File: src/pkg/ctcip_regs.svh
// Bit positions, codes and counts of the counter/timer interrupt port
`ifndef CTCIP_REGS_SVH
`define CTCIP_REGS_SVH

// Channel control word fields
`define CTCIP_B_IE    3'h7
`define CTCIP_B_MODE  3'h6
`define CTCIP_B_PRE   3'h5
`define CTCIP_B_EDGE  3'h4
`define CTCIP_B_TRIG  3'h3
`define CTCIP_B_TCF   3'h2
`define CTCIP_B_SRST  3'h1
`define CTCIP_B_CW    3'h0
`define CTCIP_CTL_RST 8'h00

// Vector layout
`define CTCIP_VEC_HI  3'h7
`define CTCIP_VEC_LO  3'h3

// Return-from-interrupt opcode pair
`define CTCIP_RETURN_FROM_IRQ_INSTR_PFX 8'hed
`define CTCIP_RETURN_FROM_IRQ_INSTR_OP  8'h4d

// Prescaler terminal counts and down-counter reload point
`define CTCIP_PRE16_END  8'h0f
`define CTCIP_PRE256_END 8'hff
`define CTCIP_CNT_LAST   8'h01

`endif

File: src/pkg/ctcip_pkg.sv
// Types of the counter/timer interrupt port
package ctcip_pkg;

  typedef struct packed {
    logic       trig_s1;
    logic       trig_s2;
    logic       trig_d;
    logic [7:0] ctl;
    logic [7:0] tc;
    logic [7:0] cnt;
    logic [7:0] pre;
    logic       run;
    logic       arm;
    logic       tc_wait;
    logic       zero;
  } ctcip_chan_st_t;

  typedef struct packed {
    logic [1:0] io_request_n_s;
    logic [1:0] ce_s;
    logic [1:0] rd_s;
    logic [1:0] m1_s;
    logic [1:0] sello_s;
    logic [1:0] selhi_s;
    logic [1:0] chain_s;
    logic [1:0][7:0] din_s;
    logic       wr_d;
    logic       ack_d;
    logic       fetch_d;
    logic [7:0] fetch_byte;
    logic       prev_ed;
    logic [4:0] vbase;
    logic [3:0] pend;
    logic [3:0] insvc;
    logic [1:0] ack_ch;
    logic       ack_own;
    logic [7:0] dout;
    logic       doe;
    logic       int_oe;
    logic       irq_lvl;
    logic       chain_out;
  } ctcip_top_st_t;

endpackage

File: src/logic/ctcip_chan.sv
// One counter/timer channel: control word, time constant, down-counter
`timescale 1ns/100ps
`include "ctcip_regs.svh"

module ctcip_chan
  import ctcip_pkg::*;
(
  input  wire logic       clk_sys,
  input  wire logic       rst,
  input  wire logic       clk_en,
  input  wire logic       trig_pin,
  input  wire logic       wr,
  input  wire logic [7:0] wr_data,
  output logic      [7:0] count,
  output logic            tc_wait,
  output logic            int_en,
  output logic            zero_pulse
);

  ctcip_chan_st_t s_r;
  ctcip_chan_st_t s_nxt;
  logic           edge_hit;
  logic           dec;
  logic [7:0]     pre_end;

  // ****************************************
  // Next state
  // ****************************************
  always_comb begin
    s_nxt    = s_r;
    edge_hit = 1'b0;
    dec      = 1'b0;
    pre_end  = s_r.ctl[`CTCIP_B_PRE] ? `CTCIP_PRE256_END : `CTCIP_PRE16_END;
    if (rst || clk_en) begin
      s_nxt.trig_s1 = trig_pin;
      s_nxt.trig_s2 = s_r.trig_s1;
      s_nxt.trig_d  = s_r.trig_s2;
      edge_hit = s_r.ctl[`CTCIP_B_EDGE] ? (s_r.trig_s2 & ~s_r.trig_d)
                                        : (~s_r.trig_s2 & s_r.trig_d);
      s_nxt.zero = 1'b0;
      if (rst) begin
        s_nxt.ctl     = `CTCIP_CTL_RST;
        s_nxt.run     = 1'b0;
        s_nxt.arm     = 1'b0;
        s_nxt.tc_wait = 1'b0;
        s_nxt.pre     = 8'h00;
      end else begin
        if (s_r.arm && edge_hit) begin
          s_nxt.arm = 1'b0;
          s_nxt.run = 1'b1;
        end
        if (s_r.run) begin
          if (s_r.ctl[`CTCIP_B_MODE]) begin
            dec = edge_hit;
          end else if (s_r.pre == pre_end) begin
            dec       = 1'b1;
            s_nxt.pre = 8'h00;
          end else begin
            s_nxt.pre = s_r.pre + 8'h01;
          end
        end
        if (dec) begin
          if (s_r.cnt == `CTCIP_CNT_LAST) begin
            s_nxt.cnt  = s_r.tc;
            s_nxt.zero = 1'b1;
          end else begin
            s_nxt.cnt = s_r.cnt - 8'h01;
          end
        end
        if (wr) begin
          if (s_r.tc_wait) begin
            s_nxt.tc      = wr_data;
            s_nxt.tc_wait = 1'b0;
            if (!s_r.run) begin
              s_nxt.cnt = wr_data;
              s_nxt.pre = 8'h00;
              if (!s_r.ctl[`CTCIP_B_MODE] && s_r.ctl[`CTCIP_B_TRIG]) begin
                s_nxt.arm = 1'b1;
              end else begin
                s_nxt.run = 1'b1;
              end
            end
          end else if (wr_data[`CTCIP_B_CW]) begin
            s_nxt.ctl     = wr_data;
            s_nxt.tc_wait = wr_data[`CTCIP_B_TCF];
            if (wr_data[`CTCIP_B_SRST]) begin
              s_nxt.run = 1'b0;
              s_nxt.arm = 1'b0;
            end
          end
        end
      end
    end
  end

  always_ff @(posedge clk_sys) begin
    s_r <= s_nxt;
  end

  assign count      = s_r.cnt;
  assign tc_wait    = s_r.tc_wait;
  assign int_en     = s_r.ctl[`CTCIP_B_IE];
  assign zero_pulse = s_r.zero;
endmodule // ctcip_chan

File: src/logic/ctcip_top.sv
// Bus port, channel select and daisy-chain interrupt logic of the counter/timer
// Operation
// - Channel 0 wins over 1, 2, 3 when several request together.
// - Chain output high only with chain input high and nothing in service.
// - Higher priority may nest over lower; lower blocked until higher finishes.
// - Vector bits 7..3 come from the software-written vector base.
// - Vector bits 2..1 carry the winning channel number in binary.
// - Vector bit 0 is always zero.
// - Interrupt request asserted when an enabled channel reaches zero count.
// - On acknowledge with chain input high, drive the winning channel's vector.
// - Decode return-from-interrupt on fetches; end service, update chain output.
// - Two select inputs pick the channel, upper line is the high bit.
// - I/O request and chip enable with read high is a write.
// - I/O request, chip enable and read low returns the selected down-counter.
// - Reset stops channels, clears enables, outputs idle, chain passes through.
// - Active trigger edge decrements in counter mode, starts timer mode.
// - Channels 0..2 pulse their zero-count output at zero count.
// - All pin inputs are synchronised to the system clock first.
// - Written byte after a control word with bit 2 set is the time constant; else bit 0 set is a control word, else vector base.
// - Zero count raises a request only if bit 7 enabled interrupts.
`timescale 1ns/100ps
`include "ctcip_regs.svh"

module ctcip_top
  import ctcip_pkg::*;
(
  input  wire logic       clk_sys,
  input  wire logic       rst,
  input  wire logic       clk_en,
  input  wire logic       chip_en_n,
  input  wire logic       io_request_n,
  input  wire logic       rd_n,
  input  wire logic       first_cycle_n,
  input  wire logic       chan_sel_lo,
  input  wire logic       chan_sel_hi,
  input  wire logic [7:0] data_in,
  output logic      [7:0] data_out,
  output logic            data_oe,
  input  wire logic       priority_chain_in,
  output logic            priority_chain_out,
  output logic            irq_n_out,
  output logic            irq_oe,
  input  wire logic [3:0] chan_clock_trigger,
  output logic      [2:0] zero_count_pulse
);

  ctcip_top_st_t st_r;
  ctcip_top_st_t st_nxt;

  logic       wr_cyc;
  logic       rd_cyc;
  logic       ack_cyc;
  logic       fetch_cyc;
  logic       ack_go;
  logic       vec_go;
  logic       return_from_irq_instr_go;
  logic [1:0] sel;
  logic [7:0] din;
  logic [2:0] win;
  logic [2:0] win_nxt;
  logic [3:0] clr;
  logic [3:0] set;
  logic [3:0] chan_wr;
  logic [3:0] tcw_w;
  logic [3:0] ie_w;
  logic [3:0] zero_w;
  logic [7:0] cnt_w [4];

  // ****************************************
  // Helpers
  // ****************************************
  // Highest-priority pending channel not masked by a channel in service
  function automatic logic [2:0] ctcip_pick(input logic [3:0] p, input logic [3:0] s);
    logic       blk;
    logic [2:0] r;
    blk = 1'b0;
    r   = 3'h0;
    for (int i = 0; i < 4; i++) begin
      blk = blk | s[i];
      if (!blk && !r[2] && p[i]) begin
        r = {1'b1, 2'(i)};
      end
    end
    return r;
  endfunction

  // One-hot of the lowest set bit
  function automatic logic [3:0] ctcip_lowest(input logic [3:0] v);
    return v & (~v + 4'h1);
  endfunction

  // ****************************************
  // Bus cycle decode
  // ****************************************
  assign din     = st_r.din_s[1];
  assign sel     = {st_r.selhi_s[1], st_r.sello_s[1]};
  assign wr_cyc  = ~st_r.io_request_n_s[1] & ~st_r.ce_s[1] & st_r.rd_s[1] & st_r.m1_s[1];
  assign rd_cyc  = ~st_r.io_request_n_s[1] & ~st_r.ce_s[1] & ~st_r.rd_s[1] & st_r.m1_s[1];
  assign ack_cyc = ~st_r.io_request_n_s[1] & ~st_r.m1_s[1];
  assign fetch_cyc = st_r.io_request_n_s[1] & ~st_r.m1_s[1] & ~st_r.rd_s[1];
  assign win     = ctcip_pick(st_r.pend, st_r.insvc);
  assign ack_go  = ack_cyc & ~st_r.ack_d & st_r.chain_s[1];
  assign vec_go  = wr_cyc & ~st_r.wr_d & ~din[`CTCIP_B_CW] & ~tcw_w[sel];
  assign return_from_irq_instr_go = ~fetch_cyc & st_r.fetch_d & st_r.prev_ed
                   & (st_r.fetch_byte == `CTCIP_RETURN_FROM_IRQ_INSTR_OP) & st_r.chain_s[1];
  assign set     = zero_w & ie_w;

  // ****************************************
  // Next state
  // ****************************************
  always_comb begin
    st_nxt  = st_r;
    clr     = 4'h0;
    chan_wr = 4'h0;
    win_nxt = 3'h0;
    if (rst || clk_en) begin
      // Two-stage synchronisers on every pin
      st_nxt.io_request_n_s  = {st_r.io_request_n_s[0], io_request_n};
      st_nxt.ce_s    = {st_r.ce_s[0], chip_en_n};
      st_nxt.rd_s    = {st_r.rd_s[0], rd_n};
      st_nxt.m1_s    = {st_r.m1_s[0], first_cycle_n};
      st_nxt.sello_s = {st_r.sello_s[0], chan_sel_lo};
      st_nxt.selhi_s = {st_r.selhi_s[0], chan_sel_hi};
      st_nxt.chain_s = {st_r.chain_s[0], priority_chain_in};
      st_nxt.din_s   = {st_r.din_s[0], data_in};
      if (rst) begin
        // Vector base survives reset
        st_nxt.wr_d       = 1'b0;
        st_nxt.ack_d      = 1'b0;
        st_nxt.fetch_d    = 1'b0;
        st_nxt.fetch_byte = 8'h00;
        st_nxt.prev_ed    = 1'b0;
        st_nxt.pend       = 4'h0;
        st_nxt.insvc      = 4'h0;
        st_nxt.ack_ch     = 2'h0;
        st_nxt.ack_own    = 1'b0;
        st_nxt.dout       = 8'h00;
        st_nxt.doe        = 1'b0;
      end else begin
        st_nxt.wr_d    = wr_cyc;
        st_nxt.ack_d   = ack_cyc;
        st_nxt.fetch_d = fetch_cyc;

        // Register writes
        if (vec_go) begin
          st_nxt.vbase = din[`CTCIP_VEC_HI:`CTCIP_VEC_LO];
        end else if (wr_cyc && !st_r.wr_d) begin
          chan_wr[sel] = 1'b1;
        end

        // Interrupt acknowledge
        if (ack_go && win[2]) begin
          st_nxt.ack_own = 1'b1;
          st_nxt.ack_ch  = win[1:0];
          clr[win[1:0]]  = 1'b1;
        end
        if (!ack_cyc) begin
          st_nxt.ack_own = 1'b0;
        end
        st_nxt.pend  = (st_r.pend & ~clr) | set;
        st_nxt.insvc = st_r.insvc | clr;

        // Return-from-interrupt watch on opcode fetches
        if (fetch_cyc) begin
          st_nxt.fetch_byte = din;
        end
        if (!fetch_cyc && st_r.fetch_d) begin
          st_nxt.prev_ed = (st_r.fetch_byte == `CTCIP_RETURN_FROM_IRQ_INSTR_PFX);
        end
        if (return_from_irq_instr_go) begin
          st_nxt.insvc = st_nxt.insvc & ~ctcip_lowest(st_r.insvc);
        end

        // Data bus
        if (ack_cyc && st_nxt.ack_own) begin
          st_nxt.dout = {st_r.vbase, st_nxt.ack_ch, 1'b0};
          st_nxt.doe  = 1'b1;
        end else if (rd_cyc) begin
          st_nxt.dout = cnt_w[sel];
          st_nxt.doe  = 1'b1;
        end else begin
          st_nxt.dout = 8'h00;
          st_nxt.doe  = 1'b0;
        end
      end

      // Request line and chain output follow the state being loaded
      // Chain input is read only from the second synchroniser stage
      win_nxt          = ctcip_pick(st_nxt.pend, st_nxt.insvc);
      st_nxt.int_oe    = win_nxt[2] & st_r.chain_s[1];
      st_nxt.irq_lvl   = ~st_nxt.int_oe;
      st_nxt.chain_out = st_r.chain_s[1] & (st_nxt.insvc == 4'h0);
    end
  end

  always_ff @(posedge clk_sys) begin
    st_r <= st_nxt;
  end

  // ****************************************
  // Channels
  // ****************************************
  for (genvar g = 0; g < 4; g++) begin : g_chan
    ctcip_chan u_chan (
      .clk_sys    (clk_sys),
      .rst        (rst),
      .clk_en     (clk_en),
      .trig_pin   (chan_clock_trigger[g]),
      .wr         (chan_wr[g]),
      .wr_data    (din),
      .count      (cnt_w[g]),
      .tc_wait    (tcw_w[g]),
      .int_en     (ie_w[g]),
      .zero_pulse (zero_w[g])
    );
  end

  // ****************************************
  // Outputs
  // ****************************************
  assign data_out           = st_r.dout;
  assign data_oe            = st_r.doe;
  assign priority_chain_out = st_r.chain_out;
  assign irq_oe             = st_r.int_oe;
  assign irq_n_out          = st_r.irq_lvl;
  assign zero_count_pulse   = zero_w[2:0];
endmodule // ctcip_top

File: config.mk
export PLATFORM = sky130hd
export DESIGN_NAME = ctcip_top
export DESIGN_NICKNAME = d
export VERILOG_FILES = /design/src/pkg/ctcip_pkg.sv /design/src/logic/ctcip_chan.sv /design/src/logic/ctcip_top.sv
export VERILOG_INCLUDE_DIRS = /design/src /design/src/pkg
export SDC_FILE = /design/constraint.sdc
export NUM_CORES = 1
export LEC_CHECK = 0
export ABC_AREA = 1
export BUFFER_PORTS_ARGS = -buffer_cell sky130_fd_sc_hd__clkbuf_2
export CORE_UTILIZATION = 40
export CTS_BUF_LIST = sky130_fd_sc_hd__clkbuf_4 sky130_fd_sc_hd__clkbuf_8
export DETAILED_ROUTE_END_ITERATION = 16
export GPL_ROUTABILITY_DRIVEN = 1
export GPL_TIMING_DRIVEN = 0
export PLACE_DENSITY = 0.55
export SLEW_MARGIN = 20
export SYNTH_ARGS = -nofsm -noshare
export SYNTH_HDL_FRONTEND = slang
export SYNTH_SLANG_ARGS = --single-unit
File: constraint.sdc
create_clock -name clk_sys -period 5.8 [get_ports clk_sys]
set_input_delay 1.16 -clock clk_sys [delete_from_list [all_inputs] [get_ports clk_sys]]
set_output_delay 1.16 -clock clk_sys [all_outputs]
set_load 0.02 [all_outputs]
# ---- Word-level counts from Yosys, hierarchy flattened
# Index checks and enable logic that the tools add are counted.
dict set report word_totals {
  in_bits 22
  word_cells 371
  output_inout_bits 15
  ff_bits 226
}
dict set report classes {
  n_lt_le_gt_ge 5
  n_bitwise 66
  n_reduce_logical 77
  addsub 9
  n_eq_ne 14
  muxes 132
}
# op n
set op_table {}
lappend op_table {{8-bit two-way mux} 32}
lappend op_table {{35-bit two-way mux} 4}
lappend op_table {{24-bit two-way mux} 4}
lappend op_table {{18-bit two-way mux} 4}
lappend op_table {{3-bit two-way mux} 21}
lappend op_table {{1-bit two-way mux} 43}
lappend op_table {{20-bit two-way mux} 2}
lappend op_table {{8-bit by 1-bit adder with 8-bit output (second input constant)} 4}
lappend op_table {{8-bit by 1-bit equality test with 1-bit output (second input constant)} 4}
lappend op_table {{8-bit equality test} 4}
lappend op_table {{4-bit two-way mux} 8}
lappend op_table {{4-bit AND reduction} 8}
lappend op_table {{8-bit by 1-bit subtractor with 8-bit output (second input constant)} 4}
lappend op_table {{1-bit logical AND} 28}
lappend op_table {{1-bit AND} 27}
lappend op_table {{1-bit inverter} 23}
lappend op_table {{1-bit logical NOT} 20}
lappend op_table {{9-bit two-way mux} 2}
lappend op_table {{4-bit AND} 4}
lappend op_table {{8-bit binary-select mux with 2-bit select} 1}
lappend op_table {{2-bit two-way mux} 8}
lappend op_table {{2-bit AND reduction} 7}
lappend op_table {{2-bit nonzero test} 7}
lappend op_table {{4-bit inverter} 3}
lappend op_table {{other kinds (16)} 31}

# ---- Logic depth before layout (Yosys ltp)
dict set report logic_depth {
  depth_word 48
  mapped_depth 14
  mapped_depth_nobuf 14
}

# ---- By module
# Synthesis repeated with hierarchy kept, for this count alone.
dict set report hier_totals {
  cells_unflattened 1293
  area_unflattened_um2 11710.0
}
# module instances area_each_um2 cells_each seq_area_each_um2
set by_module_without_submodules {}
lappend by_module_without_submodules {{ctcip_chan (g_chan[1].u_chan ...)} 2 2087.0 251 1081.0}
lappend by_module_without_submodules {ctcip_top 1 3270.6 294 2102.0}
lappend by_module_without_submodules {{ctcip_chan (g_chan[3].u_chan)} 1 2139.6 248 1081.0}
lappend by_module_without_submodules {{ctcip_chan (g_chan[0].u_chan)} 1 2125.8 249 1081.0}

# ---- Worst setup path before layout
# Ideal clock, no wire load.
dict set report synth_timing {
  path_type {in2reg}
  start {input rst}
  end {register st_r, in the netlist data_oe, enable pin}
  stages 4
  path_slack_ps 1125
  required_ps 5326
  setup_ps 474
  t_arrival_ps 4201
  n_path_buf 2
  cell_sequence {clkbuf_1 > clkinv_1 > clkbuf_1 > nand2_1}
}
dict set report synth_via {
  elab_chain_cells 1
}
# element line_no
set synth_lines {}
lappend synth_lines {{start, declared} ctcip_top.sv:28} ;# input wire logic rst,
lappend synth_lines {{1-bit logical OR} ctcip_top.sv:116} ;# if (rst || clk_en) begin
lappend synth_lines {{end signal, assigned} ctcip_top.sv:197} ;# st_r <= st_nxt;
lappend synth_lines {{end, declared} ctcip_top.sv:47} ;# ctcip_top_st_t st_r;
# Every way passes these cells.
# A chain may end at the register's enable or synchronous reset.

# ---- Worst setup path after layout
dict set report layout_timing {
  start {input rst}
  end {register g_chan[0].u_chan.s_r, in the netlist g_chan[0].u_chan.int_en, enable pin}
}
dict set report layout_via {
  elab_chain_cells 4
  word_cells_on_any_way 7
  cone_classes {eq/ne (1); mux (2); reduce/logical (4)}
}
# element line_no
set layout_lines {}
lappend layout_lines {{4-bit two-way mux / 1-bit logical OR (equally long branches)} {ctcip_top.sv:126, ctcip_chan.sv:34, ctcip_top.sv:116}}
lappend layout_lines {{4-bit two-way mux} ctcip_top.sv:116}
lappend layout_lines {{2-bit nonzero test (no line)} --}
lappend layout_lines {{4-bit AND reduction (no line) (*)} --}
lappend layout_lines {{end signal, assigned} ctcip_chan.sv:97} ;# s_r <= s_nxt;
lappend layout_lines {{end, declared} ctcip_chan.sv:20} ;# ctcip_chan_st_t s_r;
# Mark *: on every way between the ends. The rest lies on a longest branch, timed or not.

==> run_results.csv <==
group,metric,value,unit
route,totalWireLength,25500,um
status,status,"complete, but fails checks",
cts,clock-root-buffer,"clkbuf_8",
finish,final_util,0.467,
pwr,leakagePower,5.00,nW
placed_design,hpwl,18100,um
grt,grt_use_total,0.190,
cts,cts_buffers,39,
yosys,syn_nets,1148,
grt,grt_pass1_wl,40800,um
critical_path,crit_path_max_fanout,17,
critical_path,end_kind,"flip-flop",
sta,final-hold-violation-count,0,
yosys,seq_area_frac_synth,0.598,
floorplan,core.rowCount,59,
route,ant_nets,0,
finish,diodes,0,
pwr,combPwrFrac,0.085,
sta,fin_ws,2.64,ns
run,maxCapViolations,0,
route,post-route-drc-count,3,
critical_path,critPathRequiredTime,5.94,ns
sta,finalCritPeriodShare,0.544,
cts,cts-htree-levels,2,
floorplan,boundaryPins,37,
cts,ctsHoldBuffers,0,
finish,drive_gt1_frac,0.119,
finish,area_growth,14.0,%
floorplan,start_util,0.410,
sta,relSlewSlack,0.297,
critical_path,crit_slowest_cell,"o21ai_0",
yosys,synth-seq-cells,214,
sta,slew_viol_final,0,
yosys,async_flop_share,0,
pwr,power_switching,0.916,mW
sta,fin_crit,3.16,ns
pwr,sw_frac_of_total,0.246,
cts,postCtsSetupBuffers,0,
finish,nFillCells,2489,
sta,grt_setup_unrepaired,"no",
sta,hold_ws,0.416,ns
route,avgViaCountPerCell,5.08,
cts,clk_pin_slew,0.05,ns
yosys,synth_cell_type_count,49,
grt,grt_max_degree,48,
sta,tightest_slew,1.04,ns
yosys,yosysWarnings,0,
sta,skew,0.0133,ns
grt,antenna_found_initial,0,
critical_path,worstPathArrival,3.30,ns
cts,cts_sinks,214,
yosys,synthXorXnorAreaFrac,0.0204,
pwr,p_int,2.81,mW
yosys,synthSimpleGateAreaFrac,0.193,
yosys,syn-instance-count,1114,
route,initialDrtViolationCount,580,
critical_path,cpPeakStageDelay,0.60,ns
sta,fin_setup_tns,0,ns
critical_path,start_kind,"input pin",
cts,clk-insertion-delay-late,0.52,ns
finish,instances_no_fill,1556,
critical_path,path_class,"in2reg",
route,drtPass1Iterations,11,
yosys,synthAdderAreaFrac,0.0140,
finish,final_common_cell,"nand2_1",
finish,nets,1227,
yosys,synth_area_per_cell,9.64,um^2
sta,max_freq,317,MHz
cts,cts_max_path_buffers,3,
grt,grt-ovfl-total,0,
yosys,synth_compound_area_frac,0.0991,
yosys,synth-main-ff-cell,"edfxtp_1",
placed_design,place_ws,2.09,ns
route,post_drt_wl_per_cell,16.4,um
placed_design,gp_congestion,0.922,
pwr,clkPwrFrac,0.405,
pwr,vdd_drop_max,0.129,mV
cts,cts_resized,0,
yosys,synthMuxAreaShare,0,
floorplan,dieArea,27500,um^2
pwr,powerDensity,305,nW/um^2
sta,finalSetupViolCount,0,
placed_design,numPortBuffers,35,
yosys,synth_edf_count,214,
route,vias,7909,
min_path,hold_path_class,"reg2reg",
finish,final_cell_mix,"nand2_1, edfxtp_1, inv_1",
floorplan,core_area,26200,um^2
pwr,seqPwrFrac,0.510,
yosys,synth_top_family_by_area,"simple AND/OR/NAND/NOR gates",
critical_path,path_cells,"clkbuf_1, nor2_4, nand2_1, inv_1, nand3_2, buf_4, o21ai_0",
grt,grt_pass1_vias,7497,
cts,cts_tree,"done",
yosys,syn-cell-area,10700,um^2
floorplan,die_y,166,um
floorplan,die_w,166,um
status,violations,"DRC",
placed_design,dp_cells,1487,
[metal layers]
metal	part of all wire	wire (um)	track usage
met4	0.030	754	0.0691
met5	0	0	0
met3	0.059	1500	0.0350
met1	0.47	12000	0.265
met2	0.44	11200	0.295
[cells in the mapped netlist (4+ instances only)]
cell,count,area (um^2)
a31oi_1,4,25.0
o211ai_1,10,75.1
o31ai_1,6,45.0
nor3_1,17,85.1
o21ai_1,12,60.1
xor2_1,23,201
buf_2,5,25.0
inv_2,5,18.8
nor2_1,138,518
a21oi_1,38,190
inv_1,160,601
nand3_1,63,315
nand2_1,228,856
a21o_1,4,30.0
o21ai_0,83,415
buf_4,13,97.6
clkbuf_1,7,26.3
ha_1,12,150
nand4_1,14,87.6
o22ai_1,11,68.8
nor2_4,6,67.6
edfxtp_1,214,6430
[critical path: cells and delay by family]
family                 cells  cell delay [ns]
buffers and inverters      3             0.62
AND/OR/NAND/NOR            3             0.89
AO/OA/AOI/OAI              1             0.60
[stage by stage]
stage | power [mW] | cell area (um^2)
4_1_cts | 3.77 | 12200
3_3_place_gp | 2.24 | 11300
2_1_floorplan | 2.12 | 10700
6_report | 3.73 | 12200
5_1_grt | 3.90 | 12200
3_5_place_dp | 2.25 | 11400
[registers in the layout, summed over array words and instances (netlist names)]
| name | count |
|---|---|
| din | 8 |
| g_chan.u_chan.tc_wait | 4 |
| irq_n_out | 1 |
| g_chan.u_chan.s_r | 100 |
| g_chan.u_chan.int_en | 4 |
| sel | 2 |
| g_chan.u_chan.zero_pulse | 4 |
| data_oe | 1 |
| data_out | 8 |
| st_r | 48 |
| irq_oe | 1 |
| g_chan.u_chan.count | 32 |
| priority_chain_out | 1 |
[power by group through the flow]
| stage | logic [mW] | registers, mW | clock network [mW] |
|---|---|---|---|
| detailed placement | 0.315 | 1.93 | 0 |
| floorplan | 0.215 | 1.91 | 0 |
| global placement | 0.303 | 1.94 | 0 |
| finish | 0.316 | 1.90 | 1.51 |
| global route | 0.356 | 1.92 | 1.63 |
| CTS | 0.316 | 1.90 | 1.55 |
[final cells by class]
class / instances / area [um^2] / area share
Sequential cell: 214 / 6430 / 0.525
Multi-Input combinational cell: 705 / 3520 / 0.288
Clock buffer: 50 / 632 / 0.0516
Inverter: 167 / 629 / 0.0514
Tap cell: 335 / 419 / 0.0342
Timing Repair Buffer: 38 / 250 / 0.0204
Clock inverter: 19 / 189 / 0.0154
Buffer: 28 / 175 / 0.0143
[final timing paths]
check / start / to / slack, ns / depth (start not counted)
worst min-delay path: st_r[41] / din[1] / 0.42 / 0
worst max-delay path: rst / g_chan[0].u_chan.int_en / 2.64 / 7
worst min register to register: st_r[41] / din[1] / 0.42 / 0
worst max register to register: sel[0] / g_chan[0].u_chan.int_en / 3.21 / 10
[kinds of logic after synthesis]
group	after synthesis
buffers and inverters	195
XOR/XNOR	25
AND/OR/NAND/NOR	483
adder cells (fa/ha/maj)	12
AO/OA/AOI/OAI	185
flip-flops	214
Note: power is estimated with default switching activity, not from simulation.
